**src/rtl/update_cfg.svh**
```systemverilog
// Addresses, reset values and timing counts for the remote register update pair.
// Assumes a 10 MHz ref_clk; included by its bare name from the two ends and the testbench.
`ifndef UPDATE_CFG_SVH
`define UPDATE_CFG_SVH

// Update flag registers
`define FMT_FLAG_ADDR   8'h1B
`define LNK_FLAG_ADDR   8'h3E
`define RCV_FLAG_ADDR   8'h4B

// Guarded format group: audio format, latency, serial input config, serial rate
`define FMT_BASE_ADDR   8'h10
`define FMT_LAST_IDX    2'h3
// Guarded link control group
`define LNK_BASE_ADDR   8'h30
`define LNK_LAST_IDX    2'h1
// Guarded receiver control group
`define RCV_BASE_ADDR   8'h40
`define RCV_LAST_IDX    2'h1

`define REG_RESET       8'h00
`define FLAG_RESET      1'b0
`define RD_UNMAPPED     8'h00
`define IDX_FIRST       2'h0
`define IDX_STEP        2'h1
`define TIMER_ZERO      8'h00
`define TIMER_STEP      8'h01

// Timing, in ns, and derived cycle counts
`define CLK_PERIOD_NS   100
`define ACK_WAIT_NS     1600
`define RELINK_TIME_NS  2000
// Longest wait rounds down
`define ACK_CYCLES      (`ACK_WAIT_NS / `CLK_PERIOD_NS)
// Least link-down time rounds up
`define RELINK_CYCLES   ((`RELINK_TIME_NS + `CLK_PERIOD_NS - 1) / `CLK_PERIOD_NS)

`endif

```
**src/rtl/update_pkg.sv**
```systemverilog
// Types shared by both ends of the register update link.
// Enum codes are set here as literals; it does not include update_cfg.svh.
package update_pkg;
   typedef enum logic [1:0] {
      GRP_FMT = 2'b00,
      GRP_LNK = 2'b01,
      GRP_RCV = 2'b10
   } group_e;

   typedef enum logic [1:0] {
      ST_IDLE     = 2'b00,
      ST_SEND     = 2'b01,
      ST_WAIT_ACK = 2'b10,
      ST_RELINK   = 2'b11
   } state_e;
endpackage : update_pkg

```
**src/rtl/update_link_if.sv**
```systemverilog
// Data link between the transmitting end and the receiving end.
// Assumes both ends run on the same ref_clk; the testbench joins them.
`timescale 1ns/100ps
interface update_link_if;
   import update_pkg::*;
   logic       frameValid;   // Word on the link this cycle
   group_e     frameGroup;   // Which register group the word belongs to
   logic [1:0] frameIndex;   // Register index inside the group
   logic [7:0] frameData;
   logic       frameLast;    // Final word of the group
   logic       ackValid;     // One-cycle answer to a complete group
   logic       ackOk;        // High when the receiver took the group
   logic       linkUp;       // Link established, driven by the transmitter

   modport tx_end (
      output frameValid, frameGroup, frameIndex, frameData, frameLast, linkUp,
      input  ackValid, ackOk
   );
   modport rx_end (
      input  frameValid, frameGroup, frameIndex, frameData, frameLast, linkUp,
      output ackValid, ackOk
   );
endinterface : update_link_if

```
**src/rtl/update_tx_end.sv**
```systemverilog
// Transmitting end: update flags, guarded register groups and the group sender.
// Assumes a local microcontroller port on ref_clk and the receiver across link.
`timescale 1ns/100ps
`include "update_cfg.svh"

// Function
// Receiver microcontroller never writes the flags
// Format flag set sends four format registers
// Format success clears flag, then relinks
// Format group locked while its flag reads one
// Microcontroller polls flag before touching group
// Link flag sends link group, clears, relinks
// Link group locked while link flag set
// Receiver flag sends receiver group, clears flag
// Receiver group locked while its flag set
// Flag stays set until confirmed success
module update_tx_end
   import update_pkg::*;
(
   input  wire logic            ref_clk,
   input  wire logic            rst,
   input  wire logic            regWrite,
   input  wire logic            regRead,
   input  wire logic [7:0]      regAddr,
   input  wire logic [7:0]      regWdata,
   output logic      [7:0]      regRdata,
   output logic                 regRdValid,
   output logic                 updateBusy,
   update_link_if.tx_end        link
);
   logic            fmtFlag,    next_fmtFlag;
   logic            lnkFlag,    next_lnkFlag;
   logic            rcvFlag,    next_rcvFlag;
   logic [3:0][7:0] fmtRegs,    next_fmtRegs;
   logic [1:0][7:0] lnkRegs,    next_lnkRegs;
   logic [1:0][7:0] rcvRegs,    next_rcvRegs;
   logic [7:0]      next_regRdata;
   logic            next_regRdValid;

   state_e          state,      next_state;
   group_e          group,      next_group;
   logic [7:0]      timer,      next_timer;
   logic            linkUp,     next_linkUp;
   logic            fValid,     next_fValid;
   logic [1:0]      fIndex,     next_fIndex;
   logic [7:0]      fData,      next_fData;
   logic            fLast,      next_fLast;
   logic            clearFmt;
   logic            clearLnk;
   logic            clearRcv;
   logic [1:0]      idx;
   logic [1:0]      lastIdx;
   group_e          pickGroup;

   // Word of the active group at a given index
   function automatic logic [7:0] wordAt(input group_e g, input logic [1:0] i,
                                         input logic [3:0][7:0] f,
                                         input logic [1:0][7:0] l,
                                         input logic [1:0][7:0] r);
      case (g)
         GRP_FMT: wordAt = f[i];
         GRP_LNK: wordAt = l[i[0]];
         GRP_RCV: wordAt = r[i[0]];
         default: wordAt = `REG_RESET;
      endcase
   endfunction : wordAt

   // Register file: flags, guarded groups and read port
   always_comb begin
      next_fmtFlag = clearFmt ? 1'b0 : fmtFlag;
      next_lnkFlag = clearLnk ? 1'b0 : lnkFlag;
      next_rcvFlag = clearRcv ? 1'b0 : rcvFlag;
      next_fmtRegs = fmtRegs;
      next_lnkRegs = lnkRegs;
      next_rcvRegs = rcvRegs;
      // Software write beats the hardware clear, so a new request is never lost
      if (regWrite) begin
         if (regAddr == `FMT_FLAG_ADDR) begin
            next_fmtFlag = regWdata[0];
         end
         if (regAddr == `LNK_FLAG_ADDR) begin
            next_lnkFlag = regWdata[0];
         end
         if (regAddr == `RCV_FLAG_ADDR) begin
            next_rcvFlag = regWdata[0];
         end
         // Locked groups drop writes so the words in flight stay coherent
         for (int i = 0; i <= 3; i++) begin
            if (!fmtFlag && regAddr == `FMT_BASE_ADDR + 8'(i)) begin
               next_fmtRegs[i] = regWdata;
            end
         end
         for (int i = 0; i <= 1; i++) begin
            if (!lnkFlag && regAddr == `LNK_BASE_ADDR + 8'(i)) begin
               next_lnkRegs[i] = regWdata;
            end
            if (!rcvFlag && regAddr == `RCV_BASE_ADDR + 8'(i)) begin
               next_rcvRegs[i] = regWdata;
            end
         end
      end
      // Flags read back bit 0 only; upper bits read zero
      next_regRdValid = regRead;
      next_regRdata   = `RD_UNMAPPED;
      if (regRead) begin
         if (regAddr == `FMT_FLAG_ADDR) next_regRdata = {7'h00, fmtFlag};
         if (regAddr == `LNK_FLAG_ADDR) next_regRdata = {7'h00, lnkFlag};
         if (regAddr == `RCV_FLAG_ADDR) next_regRdata = {7'h00, rcvFlag};
         for (int i = 0; i <= 3; i++) begin
            if (regAddr == `FMT_BASE_ADDR + 8'(i)) next_regRdata = fmtRegs[i];
         end
         for (int i = 0; i <= 1; i++) begin
            if (regAddr == `LNK_BASE_ADDR + 8'(i)) next_regRdata = lnkRegs[i];
            if (regAddr == `RCV_BASE_ADDR + 8'(i)) next_regRdata = rcvRegs[i];
         end
      end
   end

   always_ff @(posedge ref_clk or posedge rst) begin
      if (rst) begin
         fmtFlag    <= `FLAG_RESET;
         lnkFlag    <= `FLAG_RESET;
         rcvFlag    <= `FLAG_RESET;
         fmtRegs    <= '0;
         lnkRegs    <= '0;
         rcvRegs    <= '0;
         regRdata   <= `REG_RESET;
         regRdValid <= 1'b0;
      end else begin
         fmtFlag    <= next_fmtFlag;
         lnkFlag    <= next_lnkFlag;
         rcvFlag    <= next_rcvFlag;
         fmtRegs    <= next_fmtRegs;
         lnkRegs    <= next_lnkRegs;
         rcvRegs    <= next_rcvRegs;
         regRdata   <= next_regRdata;
         regRdValid <= next_regRdValid;
      end
   end

   // Fixed priority: format, then link, then receiver group
   assign pickGroup = fmtFlag ? GRP_FMT : (lnkFlag ? GRP_LNK : GRP_RCV);
   assign lastIdx   = (group == GRP_FMT) ? `FMT_LAST_IDX :
                      ((group == GRP_LNK) ? `LNK_LAST_IDX : `RCV_LAST_IDX);
   assign idx       = fIndex + `IDX_STEP;

   // Sender: stream the group, await the answer, relink when required
   always_comb begin
      next_state  = state;
      next_group  = group;
      next_timer  = timer;
      next_linkUp = linkUp;
      next_fValid = 1'b0;
      next_fIndex = fIndex;
      next_fData  = fData;
      next_fLast  = 1'b0;
      clearFmt    = 1'b0;
      clearLnk    = 1'b0;
      clearRcv    = 1'b0;
      case (state)
         ST_IDLE: begin
            if (linkUp && (fmtFlag || lnkFlag || rcvFlag)) begin
               next_group  = pickGroup;
               next_fValid = 1'b1;
               next_fIndex = `IDX_FIRST;
               next_fData  = wordAt(pickGroup, `IDX_FIRST, fmtRegs, lnkRegs, rcvRegs);
               next_state  = ST_SEND;
            end
         end
         ST_SEND: begin
            if (fLast) begin
               next_timer = `TIMER_ZERO;
               next_state = ST_WAIT_ACK;
            end else begin
               next_fValid = 1'b1;
               next_fIndex = idx;
               next_fData  = wordAt(group, idx, fmtRegs, lnkRegs, rcvRegs);
               next_fLast  = (idx == lastIdx);
            end
            // Single-word groups never exist, so the first word is never last
         end
         ST_WAIT_ACK: begin
            next_timer = timer + `TIMER_STEP;
            if (link.ackValid && link.ackOk) begin
               clearFmt = (group == GRP_FMT);
               clearLnk = (group == GRP_LNK);
               clearRcv = (group == GRP_RCV);
               next_timer = `TIMER_ZERO;
               if (group == GRP_RCV) begin
                  next_state = ST_IDLE;
               end else begin
                  next_linkUp = 1'b0;
                  next_state  = ST_RELINK;
               end
            end else if (link.ackValid || timer == 8'(`ACK_CYCLES)) begin
               next_state = ST_IDLE;
            end
         end
         ST_RELINK: begin
            next_timer = timer + `TIMER_STEP;
            if (timer == 8'(`RELINK_CYCLES - 1)) begin
               next_linkUp = 1'b1;
               next_state  = ST_IDLE;
            end
         end
         default: begin
            next_state = ST_IDLE;
         end
      endcase
   end

   always_ff @(posedge ref_clk or posedge rst) begin
      if (rst) begin
         state  <= ST_IDLE;
         group  <= GRP_FMT;
         timer  <= `TIMER_ZERO;
         linkUp <= 1'b1;
         fValid <= 1'b0;
         fIndex <= `IDX_FIRST;
         fData  <= `REG_RESET;
         fLast  <= 1'b0;
      end else begin
         state  <= next_state;
         group  <= next_group;
         timer  <= next_timer;
         linkUp <= next_linkUp;
         fValid <= next_fValid;
         fIndex <= next_fIndex;
         fData  <= next_fData;
         fLast  <= next_fLast;
      end
   end

   assign link.frameValid = fValid;
   assign link.frameGroup = group;
   assign link.frameIndex = fIndex;
   assign link.frameData  = fData;
   assign link.frameLast  = fLast;
   assign link.linkUp     = linkUp;
   assign updateBusy      = (state != ST_IDLE);
endmodule : update_tx_end

```
**src/flat_wrapper.sv**
```systemverilog
// flat-port wrapper written by rule: the top's interface ports become plain ports
module update_tx_end_flat import update_pkg::*;
  (ref_clk, rst, regWrite, regRead, regAddr, regWdata, regRdata, regRdValid, updateBusy, link_frameValid, link_frameGroup, link_frameIndex, link_frameData, link_frameLast, link_linkUp, link_ackValid, link_ackOk);
  update_link_if link_i ();
  input  wire logic ref_clk;
  input  wire logic rst;
  input  wire logic regWrite;
  input  wire logic regRead;
  input  wire logic [7:0] regAddr;
  input  wire logic [7:0] regWdata;
  output logic      [7:0] regRdata;
  output logic regRdValid;
  output logic updateBusy;
  output wire logic [$bits(link_i.frameValid)-1:0] link_frameValid;
  output wire logic [$bits(link_i.frameGroup)-1:0] link_frameGroup;
  output wire logic [$bits(link_i.frameIndex)-1:0] link_frameIndex;
  output wire logic [$bits(link_i.frameData)-1:0] link_frameData;
  output wire logic [$bits(link_i.frameLast)-1:0] link_frameLast;
  output wire logic [$bits(link_i.linkUp)-1:0] link_linkUp;
  input wire logic [$bits(link_i.ackValid)-1:0] link_ackValid;
  input wire logic [$bits(link_i.ackOk)-1:0] link_ackOk;
  assign link_frameValid = link_i.frameValid;
  assign link_frameGroup = link_i.frameGroup;
  assign link_frameIndex = link_i.frameIndex;
  assign link_frameData = link_i.frameData;
  assign link_frameLast = link_i.frameLast;
  assign link_linkUp = link_i.linkUp;
  assign link_i.ackValid = link_ackValid;
  assign link_i.ackOk = link_ackOk;
  update_tx_end u_core (.ref_clk(ref_clk), .rst(rst), .regWrite(regWrite), .regRead(regRead), .regAddr(regAddr), .regWdata(regWdata), .regRdata(regRdata), .regRdValid(regRdValid), .updateBusy(updateBusy), .link(link_i));
endmodule
```
**config.mk**
```make
export PLATFORM = sky130hd
export DESIGN_NAME = update_tx_end_flat
export DESIGN_NICKNAME = d
export VERILOG_FILES = /design/src/rtl/update_pkg.sv /design/src/rtl/update_link_if.sv /design/src/rtl/update_tx_end.sv /design/src/flat_wrapper.sv
export VERILOG_INCLUDE_DIRS = /design/src /design/src/rtl
export SDC_FILE = /design/constraint.sdc
export NUM_CORES = 1
export LEC_CHECK = 0
export ABC_AREA = 1
export BUFFER_PORTS_ARGS = -buffer_cell sky130_fd_sc_hd__buf_2
export CAP_MARGIN = 20
export CELL_PAD_IN_SITES_DETAIL_PLACEMENT = 1
export CELL_PAD_IN_SITES_GLOBAL_PLACEMENT = 2
export CORE_MARGIN = 2
export CORE_UTILIZATION = 35
export CTS_CLUSTER_SIZE = 12
export DETAILED_ROUTE_END_ITERATION = 10
export GPL_TIMING_DRIVEN = 1
export PLACE_DENSITY_LB_ADDON = 0.1
export SYNTH_ARGS = -nofsm -noshare
export SYNTH_HDL_FRONTEND = slang
export SYNTH_SLANG_ARGS = --single-unit
```
**constraint.sdc**
```tcl
create_clock -name ref_clk -period 6.4 [get_ports ref_clk]
set_input_delay 0 -clock ref_clk [delete_from_list [all_inputs] [get_ports ref_clk]]
set_output_delay 0 -clock ref_clk [all_outputs]
set_load 0.05 [all_outputs]
```
Yosys cells after proc, flatten, opt, wreduce, memory -nomap -nowiden
Index checks and enable logic that the tools add are counted.
Storage, ports and cells
  flip-flop bits (word level): 101
  input port bits: 22
  logic and storage cells: 152
Operators by class
  $add $sub $neg: 2
  $lt $le $gt $ge: 2
  eq/ne operators: 28
  muxes and demuxes: 63
  reduce and logical (&&, ||, !) cells: 36
Operators with widths (count)
  $mux W8: 18
  $pmux W8 S3: 3
  $eq A8 B5 Y1 const B: 7
  $mux W1: 25
  $eq A8 B6 Y1 const B: 3
  $eq A8 B7 Y1 const B: 3
  $mux W2: 11
  $reduce_and A2 Y1: 10
  $bmux W8 S2: 1
  $pmux W8 S2: 1
  $logic_and A1 B1 Y1: 10
  $add A8 B1 Y8 const B: 1
  $eq A2 B2 Y1 const B: 4
  $ne A2 B1 Y1 const B: 4
  $pmux W2 S4: 1
  $reduce_and A4 Y1: 2
  $eq A2 B1 Y1 const B: 3
  $logic_not A2 Y1: 3
  $reduce_bool A2 Y1: 3
  $ne A2 B2 Y1 const B: 2
  $pmux W1 S2: 2
  $pmux W2 S2: 1
  $logic_not A1 Y1: 3
  $logic_or A1 B1 Y1: 3
  other kinds (7): 7

Longest topological paths before layout
Gate-level depths: netlist (run 1).
  word-level depth: 13
  gate-level depth with buffers: 11
  depth with buffers taken out: 11

Worst setup path before layout (run 1)
No wires, ideal clock.
  path kind: reg-to-reg
  start: reg u_core.fIndex[0], in the netlist u_core.link.frameIndex[0]
  end: reg u_core.fData[7], in the netlist u_core.link.frameData[7]
  library setup time: 135 ps
  arrival time: 1511 ps
  data required time: 6265 ps
  slack: 4754 ps
  stages on the path, launching flop included: 8
  path through: dfrtp_1 -> buf_2 -> buf_4 -> a21oi_1 -> o21ai_0 -> o21ai_0 -> o21ai_0 -> a31oi_1
On the way
  cells in the longest elaborated chain, start to end: 6
RTL lines
  from (decl): line update_tx_end.sv:45  | logic [1:0] fIndex, next_fIndex;
  from (signal assigned): line update_tx_end.sv:219  | fIndex <= `IDX_FIRST;
  from (signal assigned): line update_tx_end.sv:228  | fIndex <= next_fIndex;
  $add A2 B1 Y2 (no line) *
  $bmux W8 S2 (tied with other cells): line update_tx_end.sv:61  | GRP_FMT: wordAt = f[i];
  $mux W8 (on tied branches): line update_tx_end.sv:61, update_tx_end.sv:62, update_tx_end.sv:63
  $pmux W8 S3 *: line update_tx_end.sv:60  | case (g)
  $mux W8 *: line update_tx_end.sv:171  | if (fLast) begin
  $pmux W8 S2 *: line update_tx_end.sv:160  | case (state)
  to (signal assigned): line update_tx_end.sv:220  | fData <= `REG_RESET;
  to (signal assigned): line update_tx_end.sv:229  | fData <= next_fData;
  to (decl): line update_tx_end.sv:46  | logic [7:0] fData, next_fData;
Mark *: on every way between the ends. The rest lies on a longest branch, timed or not. The select of a mux whose other input is x is not followed.
A chain may end at the register's enable or synchronous reset.

Final worst setup path (run 1)
  start: reg u_core.fIndex[0], in the netlist u_core.link.frameIndex[0]
  end: reg u_core.fData[2], in the netlist u_core.link.frameData[2]
Same word-level chain as after synthesis.

==> summary.md, run 1 <==
• complete, no violations — status
• 0 — global route overflow
• 3.97 ns — setup slack, reg-to-reg
• 100.0% — fraction of synthesis flops using an asynchronous set or reset pin
• register to register — CP Class
• 0.36 ns — clock network latency to the later pin of the worst-skew pair
• 0 — Synthesis Warnings
• 0 — antenna violations before repair
• 0 ns — setup TNS after final layout
• 4913 — total vias in the final route
• 0 — post-CTS resize count
• 15200 um2 — area inside the core boundary
• 1.139 mW — internal power of the cells
• 0.07 ns — CTS clk-pin slew, worst paths
• 34.97% — worst-case headroom to the max-slew limit
• 5438 um2 — cell area after synthesis
• 18.05 mm — detailed-route wire length
• 101 — post-synthesis register bit count
• 16550 um2 — total die area
• 0 — Remaining DRCs
• 38.00% — share of the clock period used by the worst path
• 128.1 uV — Worst IR Drop VDD
• 40 — distinct cell type count after synthesis
• 1906 — Layout fillers
• 5214 — vias in the first global route
• 6.69 ns — required time of the critical path
• 32.7% — portion of total power attributed to combinational logic
• 3 — # H-tree levels
• 0 — max-slew violation total from the final report
• 32 — crit-path max FO
• 41.2% — Sequential Power Share
• sky130_fd_sc_hd__dfrtp_1 — predominant post-synthesis flop cell
• 0 — number of enable-type register cells in the synthesized netlist
• 128.6 um — Die Width
• 0 — Fin. Hold Viols
• 2.009 mW — post-layout power
• 245 — initial detailed-routing violation count
• 6 — R2R cell count
• 5.283 — Via-to-Cell Ratio
• 0.8694 mW — switching pwr
• 329.5 nW/um2 — cell area power density
• 46.50% — sequential element share of the synthesized area
• sky130_fd_sc_hd__clkbuf_16 — clock root buffer
• 2 — buffer levels on the longest clock path
• register — sort of element at the start of the critical path
• 13.59 mm — post-DP HPWL
• 762 — post-layout net count
• 128.6 um — Vert. Die Dim
• 12.10% — synthesis-to-finish area growth
• sky130_fd_sc_hd__nand2_1, sky130_fd_sc_hd__dfrtp_1, sky130_fd_sc_hd__o21ai_0 — top library cells by usage in the layout, fill and taps aside
• no — RSZ-0062 raised after global routing
• 40.10% — end-of-flow core utilization
• built — CTS tree
• 0 — antenna diode count
• 29.30 mm — global-route wire length before repair
• 45 — standard-cell row count
• 0.9755 ns — transition time at the pin with the least slew margin
• 56 — largest net degree at the start of global routing
• register — kind of end point of the critical path
• 15.09% — fraction of final layout cells sized beyond drive strength 1
• 0.4112 GHz — timing-limited maximum frequency
• 0.008849 ns — setup clock skew after layout
• 0 — number of nets still failing antenna checks after routing
• 23.47% — GRT Resource Usage Total
• 2.880 nW — leakage power
• 47 — I/O Pins
• 43.28% — net switching share of the total power
• 0.7943 — gp weighted congestion
• 26.1% — portion of total power attributed to the clock network
• 35.77% — Initial Util
• 0 — max-cap viol count
• 2.432 ns — time the worst path needs with I/O delays and setup
• 0 — number of endpoints failing setup at the final stage
• 2.72 ns — data arrival time of the critical path
• input port to register — Hold/Removal Path Class
• 46 — count of port buffers added during placement
• 3 — worst hold stages
• 4 — number of detailed-routing iterations run before antenna repair
• 7.847 um2 — average cell area after synthesis
• 101 — number of sinks driven by the clock tree
• 693 — Post-Synthesis Cells
• 19.41 um — wire length per cell
• sky130_fd_sc_hd__nand2_1 — most common cell after layout, fill and taps aside
• 717 — total nets after synthesis
• 9 — TritonCTS Buffers
-- per-layer routing --
metal / GRT usage, % / up-vias / routed length (um)
met5: 0 / - / 0
met2: 40.68 / 64 / 8944
met4: 8.312 / 0 / 382
met1: 30.41 / 2447 / 8343
met3: 2.703 / 21 / 384
li1: - / 2381 / -
-- final cells by class --
type / instances / area [um2] / share of cell area, %
repair buffers: 51 / 277.8 / 4.557
clock buffers: 9 / 225.2 / 3.695
flip-flops and latches: 101 / 2529 / 41.48
multi-input cells: 500 / 2501 / 41.03
well taps: 188 / 235.2 / 3.859
clock inverters: 6 / 41.29 / 0.6773
inverters: 75 / 286.5 / 4.700
-- synth_stat cells, types with 8 or more instances --
master	instances	share of area, %
sky130_fd_sc_hd__nand2_1	184	13
sky130_fd_sc_hd__dfrtp_1	100	46
sky130_fd_sc_hd__o21ai_0	67	6.2
sky130_fd_sc_hd__inv_1	64	4.4
sky130_fd_sc_hd__o21ai_1	63	5.8
sky130_fd_sc_hd__nor2_1	56	3.9
sky130_fd_sc_hd__nand3_1	24	2.2
sky130_fd_sc_hd__a21oi_1	23	2.1
sky130_fd_sc_hd__inv_2	9	0.62
sky130_fd_sc_hd__a22oi_1	8	1.1
sky130_fd_sc_hd__a31oi_1	8	0.92
sky130_fd_sc_hd__nand2_2	8	0.92
sky130_fd_sc_hd__o21ai_2	8	1.3
-- worst max-delay path: stages (launching register included) --
cell,delay (ns)
sky130_fd_sc_hd__dfrtp_1,0.99
sky130_fd_sc_hd__inv_1,0.62
sky130_fd_sc_hd__a21oi_1,0.26
sky130_fd_sc_hd__o21ai_0,0.10
sky130_fd_sc_hd__o21ai_0,0.10
sky130_fd_sc_hd__o21ai_0,0.11
sky130_fd_sc_hd__a31oi_1,0.18
-- through the flow --
| stage | area (um2) | setup slack, ns | std cells | hold WS (ns) |
|---|---|---|---|---|
| global placement | 5789 | 4.125 | 911 | 0.1254 |
| global route | 6096 | 3.601 | 930 | 0.07235 |
| CTS | 6096 | 3.967 | 930 | 0.04656 |
| detailed placement | 5789 | 3.980 | 911 | 0.1231 |
| floorplan | 5438 | 3.755 | 693 | 0.03143 |
| finish | 6096 | 3.968 | 930 | 0.04132 |
-- what timing repair did --
item	in CTS	in global routing
endpoints found under the hold margin	52	0
setup buffers	0	0
hold buffers	4	0
-- cells by family after synthesis --
group                    after synthesis  share of synthesized area (%)
XOR/XNOR                               3                         0.4833
adder cells (fa/ha/maj)                2                         0.4601
flip-flops                           101                          46.50
buffers and inverters                 92                          7.501
AND/OR/NAND/NOR                      300                          25.03
AO/OA/AOI/OAI                        195                          20.02
-- power groups by stage --
stage | clock network [mW] | logic [mW] | registers (mW)
6_report | 0.524 | 0.656 | 0.828
3_3_place_gp | 0 | 0.644 | 0.838
4_1_cts | 0.537 | 0.661 | 0.829
3_5_place_dp | 0 | 0.658 | 0.841
2_1_floorplan | 0 | 0.363 | 0.939
5_1_grt | 0.562 | 0.727 | 0.846
-- registers in the layout, summed over array words and instances (netlist names) --
register	flops
u_core.fmtRegs	32
u_core.lnkRegs	16
u_core.rcvRegs	16
u_core.link.frameData	8
u_core.regRdata	8
u_core.timer	8
u_core.link.frameGroup	2
u_core.link.frameIndex	2
u_core.state	2
u_core.fmtFlag	1
u_core.link.frameLast	1
u_core.link.frameValid	1
u_core.link.linkUp	1
u_core.lnkFlag	1
u_core.rcvFlag	1
u_core.regRdValid	1
-- worst paths after layout --
check / to / startpoint
worst max-delay path: u_core.link.frameData[2]$_DFFE_PP0P_ / u_core.link.frameIndex[0]$_DFFE_PP0P_
worst max register to register: u_core.link.frameData[2]$_DFFE_PP0P_ / u_core.link.frameIndex[0]$_DFFE_PP0P_
max in group asynchronous: u_core.rcvRegs[0]$_DFFE_PP0P_ / rst
min in group asynchronous: u_core.fmtRegs[21]$_DFFE_PP0P_ / rst
worst min register to register: u_core.lnkRegs[11]$_DFFE_PP0P_ / u_core.lnkRegs[11]$_DFFE_PP0P_
worst min-delay path: u_core.rcvRegs[1]$_DFFE_PP0P_ / regWdata[1]
No activity file was read; power rests on OpenSTA's default activity.
==> run 2, diff against run 1 <==
Settings changed: CORE_UTILIZATION 35 to 32.
Clock period 6.4 ns to 2 ns, I/O delays scaled along.
==> run 2 against run 1 <==
Final area increased by 2.5%. Flip-flop and latch count is the same. Register-to-register slack got worse by 3.7 ns. Cell count grew 4.4%. Core utilization down 2.4 points. Setup slack got worse by 3.7 ns.
==> summary.md, run 2 (synthesis gave the netlist of run 1 again) <==
• 46 — count of port buffers added during placement
• 0.36 ns — clock network latency to the later pin of the worst-skew pair
• 13.93 mm — post-DP HPWL
• 0 — number of nets still failing antenna checks after routing
• 0.2920 ns — setup slack after placement
• 16580 um2 — area inside the core boundary
• 2501 um2 — area of the multi-input gates
• 58.19% — worst-case headroom to the max-slew limit
• 2529 um2 — combined flip-flop and latch cell area
• input port to register — Hold/Removal Path Class
• u_core.fmtRegs (32), u_core.lnkRegs (16), u_core.rcvRegs (16) — registers with the highest flip-flop counts
• 0.5619 GHz — timing-limited maximum frequency
• 0 — worst path bufs/invs
• sky130_fd_sc_hd__clkbuf_16 — clock root buffer
• sky130_fd_sc_hd__nand2_1 — most common cell after layout, fill and taps aside
• 38.3% — Sequential Power Share
• 34.6% — portion of total power attributed to combinational logic
• 5189 — vias in the first global route
• 3.951 mW — internal power of the cells
• 1.780 ns — time the worst path needs with I/O delays and setup
• register — sort of element at the start of the critical path
• 0 — Remaining DRCs
• 0 — setup fix buffers added after clock tree synthesis
• complete, no violations — status
• 47 — I/O Pins
• 5.065 — Via-to-Cell Ratio
• 101 — number of sinks driven by the clock tree
• 21.46% — GRT Resource Usage Total
• 6.735 mW — post-layout power
• 41.34% — net switching share of the total power
• 0.22 ns — setup slack, reg-to-reg
• 0 — Fin. Hold Viols
• 32.79% — Initial Util
• 18.81 um — wire length per cell
• sky130_fd_sc_hd__nand2_1, sky130_fd_sc_hd__dfrtp_1, sky130_fd_sc_hd__o21ai_0 — top library cells by usage in the layout, fill and taps aside
• register to register — CP Class
• 37.67% — end-of-flow core utilization
• 0.8332 — gp weighted congestion
• 2.784 mW — switching pwr
• register — kind of end point of the critical path
• 88.98% — share of the clock period used by the worst path
• 134.4 um — Die Width
• 2.21 ns — required time of the critical path
• 102 — largest net degree at the start of global routing
• 0 — max-slew violation total from the final report
• 585.6 uV — Worst IR Drop VDD
• built — CTS tree
• 0.6272 ns — transition time at the pin with the least slew margin
• 0 — antenna diode count
• 2099 — Layout fillers
• 29.45 mm — global-route wire length before repair
• 9 — TritonCTS Buffers
• simple AND/OR/NAND/NOR gates — dominant delay contributor by cell family on the critical path
• 0.2204 ns — final worst-path setup slack
• u_core.fmtRegs — register bank with the most flops
• 0 ns — setup TNS after final layout
• 47 — standard-cell row count
• 4918 — total vias in the final route
• 1078 nW/um2 — cell area power density
• sky130_fd_sc_hd__dfrtp_1 — critical-path cell with the highest stage delay
• 0.007914 ns — setup clock skew after layout
• 18050 um2 — total die area
• 14.89% — synthesis-to-finish area growth
• 27.1% — portion of total power attributed to the clock network
• 15.85% — fraction of final layout cells sized beyond drive strength 1
• no — RSZ-0062 raised after global routing
• 0 — antenna violations before repair
• 1.99 ns — data arrival time of the critical path
• 18.27 mm — detailed-route wire length
• 4 — number of detailed-routing iterations run before antenna repair
• 32 — flip-flop count of the largest register, all copies and words added
• 0 — global route overflow
• 134.4 um — Vert. Die Dim
• 2 — buffer levels on the longest clock path
• 3 — # H-tree levels
• 0 — max-cap viol count
• nor2_2 > a21oi_1 > nand2_1 > o21ai_4 > nor2_1 > a31oi_1 — cells along the critical path
• 266 — initial detailed-routing violation count
• 770 — post-layout net count
• 19 — crit-path max FO
• 2.947 nW — leakage power
• 0.07 ns — CTS clk-pin slew, worst paths
• 0 — number of endpoints failing setup at the final stage
• 0.52 ns — biggest cell delay along the critical path
==> run 2: changes by cell type in the layout (fill, tap and decap cells not counted) <==
cell and delta:
sky130_fd_sc_hd__clkinvlp_4 -2, sky130_fd_sc_hd__clkbuf_1 +2, sky130_fd_sc_hd__clkbuf_8 +2, sky130_fd_sc_hd__inv_6 +1, sky130_fd_sc_hd__clkinv_4 -1, sky130_fd_sc_hd__clkinv_2 -1
sky130_fd_sc_hd__buf_4 +7, sky130_fd_sc_hd__inv_4 -1, sky130_fd_sc_hd__buf_12 +1, sky130_fd_sc_hd__bufinv_16 +1
==> run 2: layout make-up <==
class                           instances  share of cell area (%)
Sequential cell                       101                   40.48
Multi-Input combinational cell        500                   40.04
Timing Repair Buffer                   59                   5.608
Inverter                               75                   4.606
Tap cell                              220                   4.406
Clock buffer                           13                   4.166
Clock inverter                          3                  0.7010
==> run 2: power groups by stage <==
stage	logic [mW]	clock network [mW]	registers (mW)
CTS	2.36	1.88	2.58
global placement	2.30	0	2.60
finish	2.33	1.83	2.58
detailed placement	2.34	0	2.62
floorplan	1.16	0	3.00
global route	2.57	1.96	2.61
==> run 2: worst paths after layout <==
path	startpoint	endpoint	depth (start not counted)
min in group asynchronous	rst	u_core.fmtRegs[11]$_DFFE_PP0P_	4
setup / recovery	u_core.lnkFlag$_DFF_PP0_	u_core.link.frameData[7]$_DFFE_PP0P_	6
hold reg to reg	u_core.fmtRegs[28]$_DFFE_PP0P_	u_core.fmtRegs[28]$_DFFE_PP0P_	2
hold / removal	regWdata[1]	u_core.rcvRegs[1]$_DFFE_PP0P_	3
max in group asynchronous	rst	u_core.fmtRegs[8]$_DFFE_PP0P_	4
setup reg to reg	u_core.lnkFlag$_DFF_PP0_	u_core.link.frameData[7]$_DFFE_PP0P_	6
==> run 2: worst min-delay path: stages <==
cell                      delay (ns)
sky130_fd_sc_hd__buf_2          0.07
sky130_fd_sc_hd__inv_1          0.13
sky130_fd_sc_hd__o21ai_2        0.16
==> run 2: stage by stage <==
step / instance area [um2] / hold WS (ns) / cells
global route: 6247 / 0.06932 / 971
global placement: 5903 / 0.2098 / 951
floorplan: 5441 / 0.03143 / 693
detailed placement: 5903 / 0.2159 / 951
CTS: 6247 / 0.06448 / 971
finish: 6247 / 0.04672 / 971
==> run 2: routing by layer <==
metal  up-vias  share of wire [%]  track usage (%)
met4         0                1.9            6.608
met1      2436                 45            27.89
met2        69                 50            36.93
met3        17                2.5            3.137
li1       2396                  -                -
met5         -                  0                0
==> run 2: timing repair <==
item / in CTS / in global routing
hold buffers: 4 / 0
hold endpoints to repair: 106 / 0
resized for setup: 0 / 0
==> run 3, diff against run 2 <==
Settings changed: ABC_AREA 1 to default, CORE_UTILIZATION 32 to 35, SKIP_LAST_GASP from default to 1.
==> run 3 against run 2 <==
Critical path depth fell by 1. Critical path type unchanged. Total power fell by 35%. Largest power group unchanged. Clock power barely moved. Fmax fell by 5.9%.
==> summary.md, run 3 <==
• 0 ns — setup TNS after final layout
• 0 — max-cap viol count
• 478.8 uV — Worst IR Drop VDD
• 2 — buffer levels on the longest clock path
• 2.916 nW — leakage power
• 277 — initial detailed-routing violation count
• 669.4 nW/um2 — cell area power density
• 0 — max-slew violation total from the final report
• 0.08 ns — CTS clk-pin slew, worst paths
• 0 — Synthesis Warnings
• 793 — non-filler instance count after layout
• 5528 um2 — cell area after synthesis
• 47 — I/O Pins
• 3 — # H-tree levels
• 4.411 mW — post-layout power
• 36.09% — Initial Util
• 4407 — total vias in the final route
• 43.03% — end-of-flow core utilization
• 4556 — vias in the first global route
• simple AND/OR/NAND/NOR gates — dominant delay contributor by cell family on the critical path
• sky130_fd_sc_hd__clkbuf_16 — clock root buffer
• 0 — antenna violations before repair
• sky130_fd_sc_hd__dfrtp_1 — most common cell after layout, fill and taps aside
• complete, no violations — status
• 1.892 ns — time the worst path needs with I/O delays and setup
• 27.57 mm — global-route wire length before repair
• 8.8% — portion of total power attributed to combinational logic
• 25.92% — net switching share of the total power
• 0 — number of nets still failing antenna checks after routing
• 2.22 ns — required time of the critical path
• 0 — antenna diode count
• 129.7 um — Vert. Die Dim
• 1720 — Layout fillers
• 0 — number of enable-type register cells in the synthesized netlist
• 101 — post-synthesis register bit count
• 46 — count of port buffers added during placement
• 41.6% — portion of total power attributed to the clock network
• register to register — CP Class
• 49.6% — Sequential Power Share
• 32 — flip-flop count of the largest register, all copies and words added
• 5 — crit-path max FO
• 6252 um2 — instance area after placement
• sky130_fd_sc_hd__dfrtp_1 — most instantiated library cell after synthesis
• 5.557 — Via-to-Cell Ratio
• 0 — Remaining DRCs
• 3 — Hold Buf Count CTS
• 530 — total nets after synthesis
• 601 — post-layout net count
• 45.27% — fraction of post-synthesis cell area in the top cell type by area
• 101 — number of sinks driven by the clock tree
• 0.1078 ns — final worst-path setup slack
• 0.36 ns — clock network latency to the later pin of the worst-skew pair
• built — CTS tree
• 43 — largest net degree at the start of global routing
• 0.68 ns — biggest cell delay along the critical path
• 0 — setup fix buffers added after clock tree synthesis
• sky130_fd_sc_hd__dfrtp_1, sky130_fd_sc_hd__mux2_2, sky130_fd_sc_hd__o21ai_0 — most frequent cells after synthesis
• 48.33% — worst-case headroom to the max-slew limit
• sky130_fd_sc_hd__dfrtp_1, sky130_fd_sc_hd__mux2_2, sky130_fd_sc_hd__o21ai_0 — top library cells by usage in the layout, fill and taps aside
• register — sort of element at the start of the critical path
• 16820 um2 — total die area
• 0 — Fin. Hold Viols
• sky130_fd_sc_hd__or4b_2 — critical-path cell with the highest stage delay
• sky130_fd_sc_hd__dfrtp_1 — Yosys top cell by area
• 774 — number of placed instances, taps included
• 94.61% — share of the clock period used by the worst path
• 19.22% — synthesis-to-finish area growth
• 0 — number of endpoints failing setup at the final stage
• 4 — number of detailed-routing iterations run before antenna repair
• 3.268 mW — internal power of the cells
• 0 — post-CTS resize count
• 54 — distinct cell type count after synthesis
• 0.8409 — gp weighted congestion
• 100.0% — fraction of synthesis flops using an asynchronous set or reset pin
• 13.23 mm — post-DP HPWL
• 0.1112 ns — setup slack after placement
• 0 — global route overflow
• 10.92 um2 — average cell area after synthesis
• 2.12 ns — data arrival time of the critical path
• register — kind of end point of the critical path
• 45.74% — sequential element share of the synthesized area
• 45 — standard-cell row count
• input port to register — Hold/Removal Path Class
• 6590 um2 — Final Instance Area
• 15310 um2 — area inside the core boundary
• 0.008120 ns — setup clock skew after layout
• no — RSZ-0062 raised after global routing
• 129.7 um — Die Width
• 34.36% — fraction of final layout cells sized beyond drive strength 1
• sky130_fd_sc_hd__dfrtp_1 — predominant post-synthesis flop cell
• 0.006991 ns — final worst hold slack
• 1.143 mW — switching pwr
• sky130_fd_sc_hd__dfrtp_1, sky130_fd_sc_hd__mux2_2, sky130_fd_sc_hd__o21ai_0 — leading post-synthesis cells by cell area
• 17.73 mm — detailed-route wire length
• u_core.fmtRegs (32), u_core.lnkRegs (16), u_core.rcvRegs (16) — registers with the highest flip-flop counts
• 0 — worst path bufs/invs
• 9 — TritonCTS Buffers
• 22.15% — GRT Resource Usage Total
• 0.5285 GHz — timing-limited maximum frequency
• 506 — Post-Synthesis Cells
• or4b_2 > nor3_1 > and3_1 > o21bai_1 > a31oi_1 — cells along the critical path
• u_core.fmtRegs — register bank with the most flops
• 0.7734 ns — transition time at the pin with the least slew margin
• 22.36 um — wire length per cell
run 3: worst paths after layout:
check	startpoint	end	slack, ns	cells after the start
hold reg to reg	u_core.link.frameData[7]$_DFFE_PP0P_	u_core.link.frameData[7]$_DFFE_PP0P_	0.48	2
min in group asynchronous	rst	u_core.regRdata[1]$_DFF_PP0_	0.31	3
hold / removal	regWdata[2]	u_core.lnkRegs[2]$_DFFE_PP0P_	0.007	2
setup reg to reg	u_core.timer[3]$_DFFE_PP0P_	u_core.state[1]$_DFFE_PP0P_	0.11	5
setup / recovery	u_core.timer[3]$_DFFE_PP0P_	u_core.state[1]$_DFFE_PP0P_	0.11	5
max in group asynchronous	rst	u_core.link.linkUp$_DFFE_PP1P_	0.97	4
run 3: cells by family (layout without fill, tap and decap cells):
| kind of cell | after synthesis | in the layout | synth area share (%) |
|---|---|---|---|
| and+or+nand+nor | 129 | 129 | 12.52 |
| AOI/OAI and AO/OA | 125 | 125 | 14.06 |
| muxes | 110 | 110 | 23.97 |
| DFF | 101 | 101 | 45.74 |
| buffers and inverters | 36 | 112 | 2.784 |
| xor gates and xnor gates | 3 | 3 | 0.4754 |
| adders and majority gates | 2 | 2 | 0.4526 |
run 3: final cells by class:
class	instances	area, um2	area share [%]
sequential	101	2529	38.37
timing repair buffer	90	618.1	9.379
clock inverter	7	82.58	1.253
clock buffer	9	225.2	3.418
multi-input combinational	369	2845	43.17
tap	211	264.0	4.006
inverter	6	26.28	0.3987
run 3: power by group through the flow:
| stage | Sequential, mW | Combinational [mW] | Clock (mW) |
|---|---|---|---|
| floorplan | 2.20 | 0.233 | 0 |
| global placement | 2.22 | 0.376 | 0 |
| detailed placement | 2.23 | 0.387 | 0 |
| finish | 2.19 | 0.388 | 1.83 |
| global route | 2.20 | 0.425 | 1.97 |
| CTS | 2.19 | 0.392 | 1.88 |
run 3: metal layers:
layer / GRT usage (%) / wire (um)
met1: 31.91 / 8735
met2: 34.77 / 8153
met3: 4.748 / 710
met4: 3.985 / 133
met5: 0 / 0
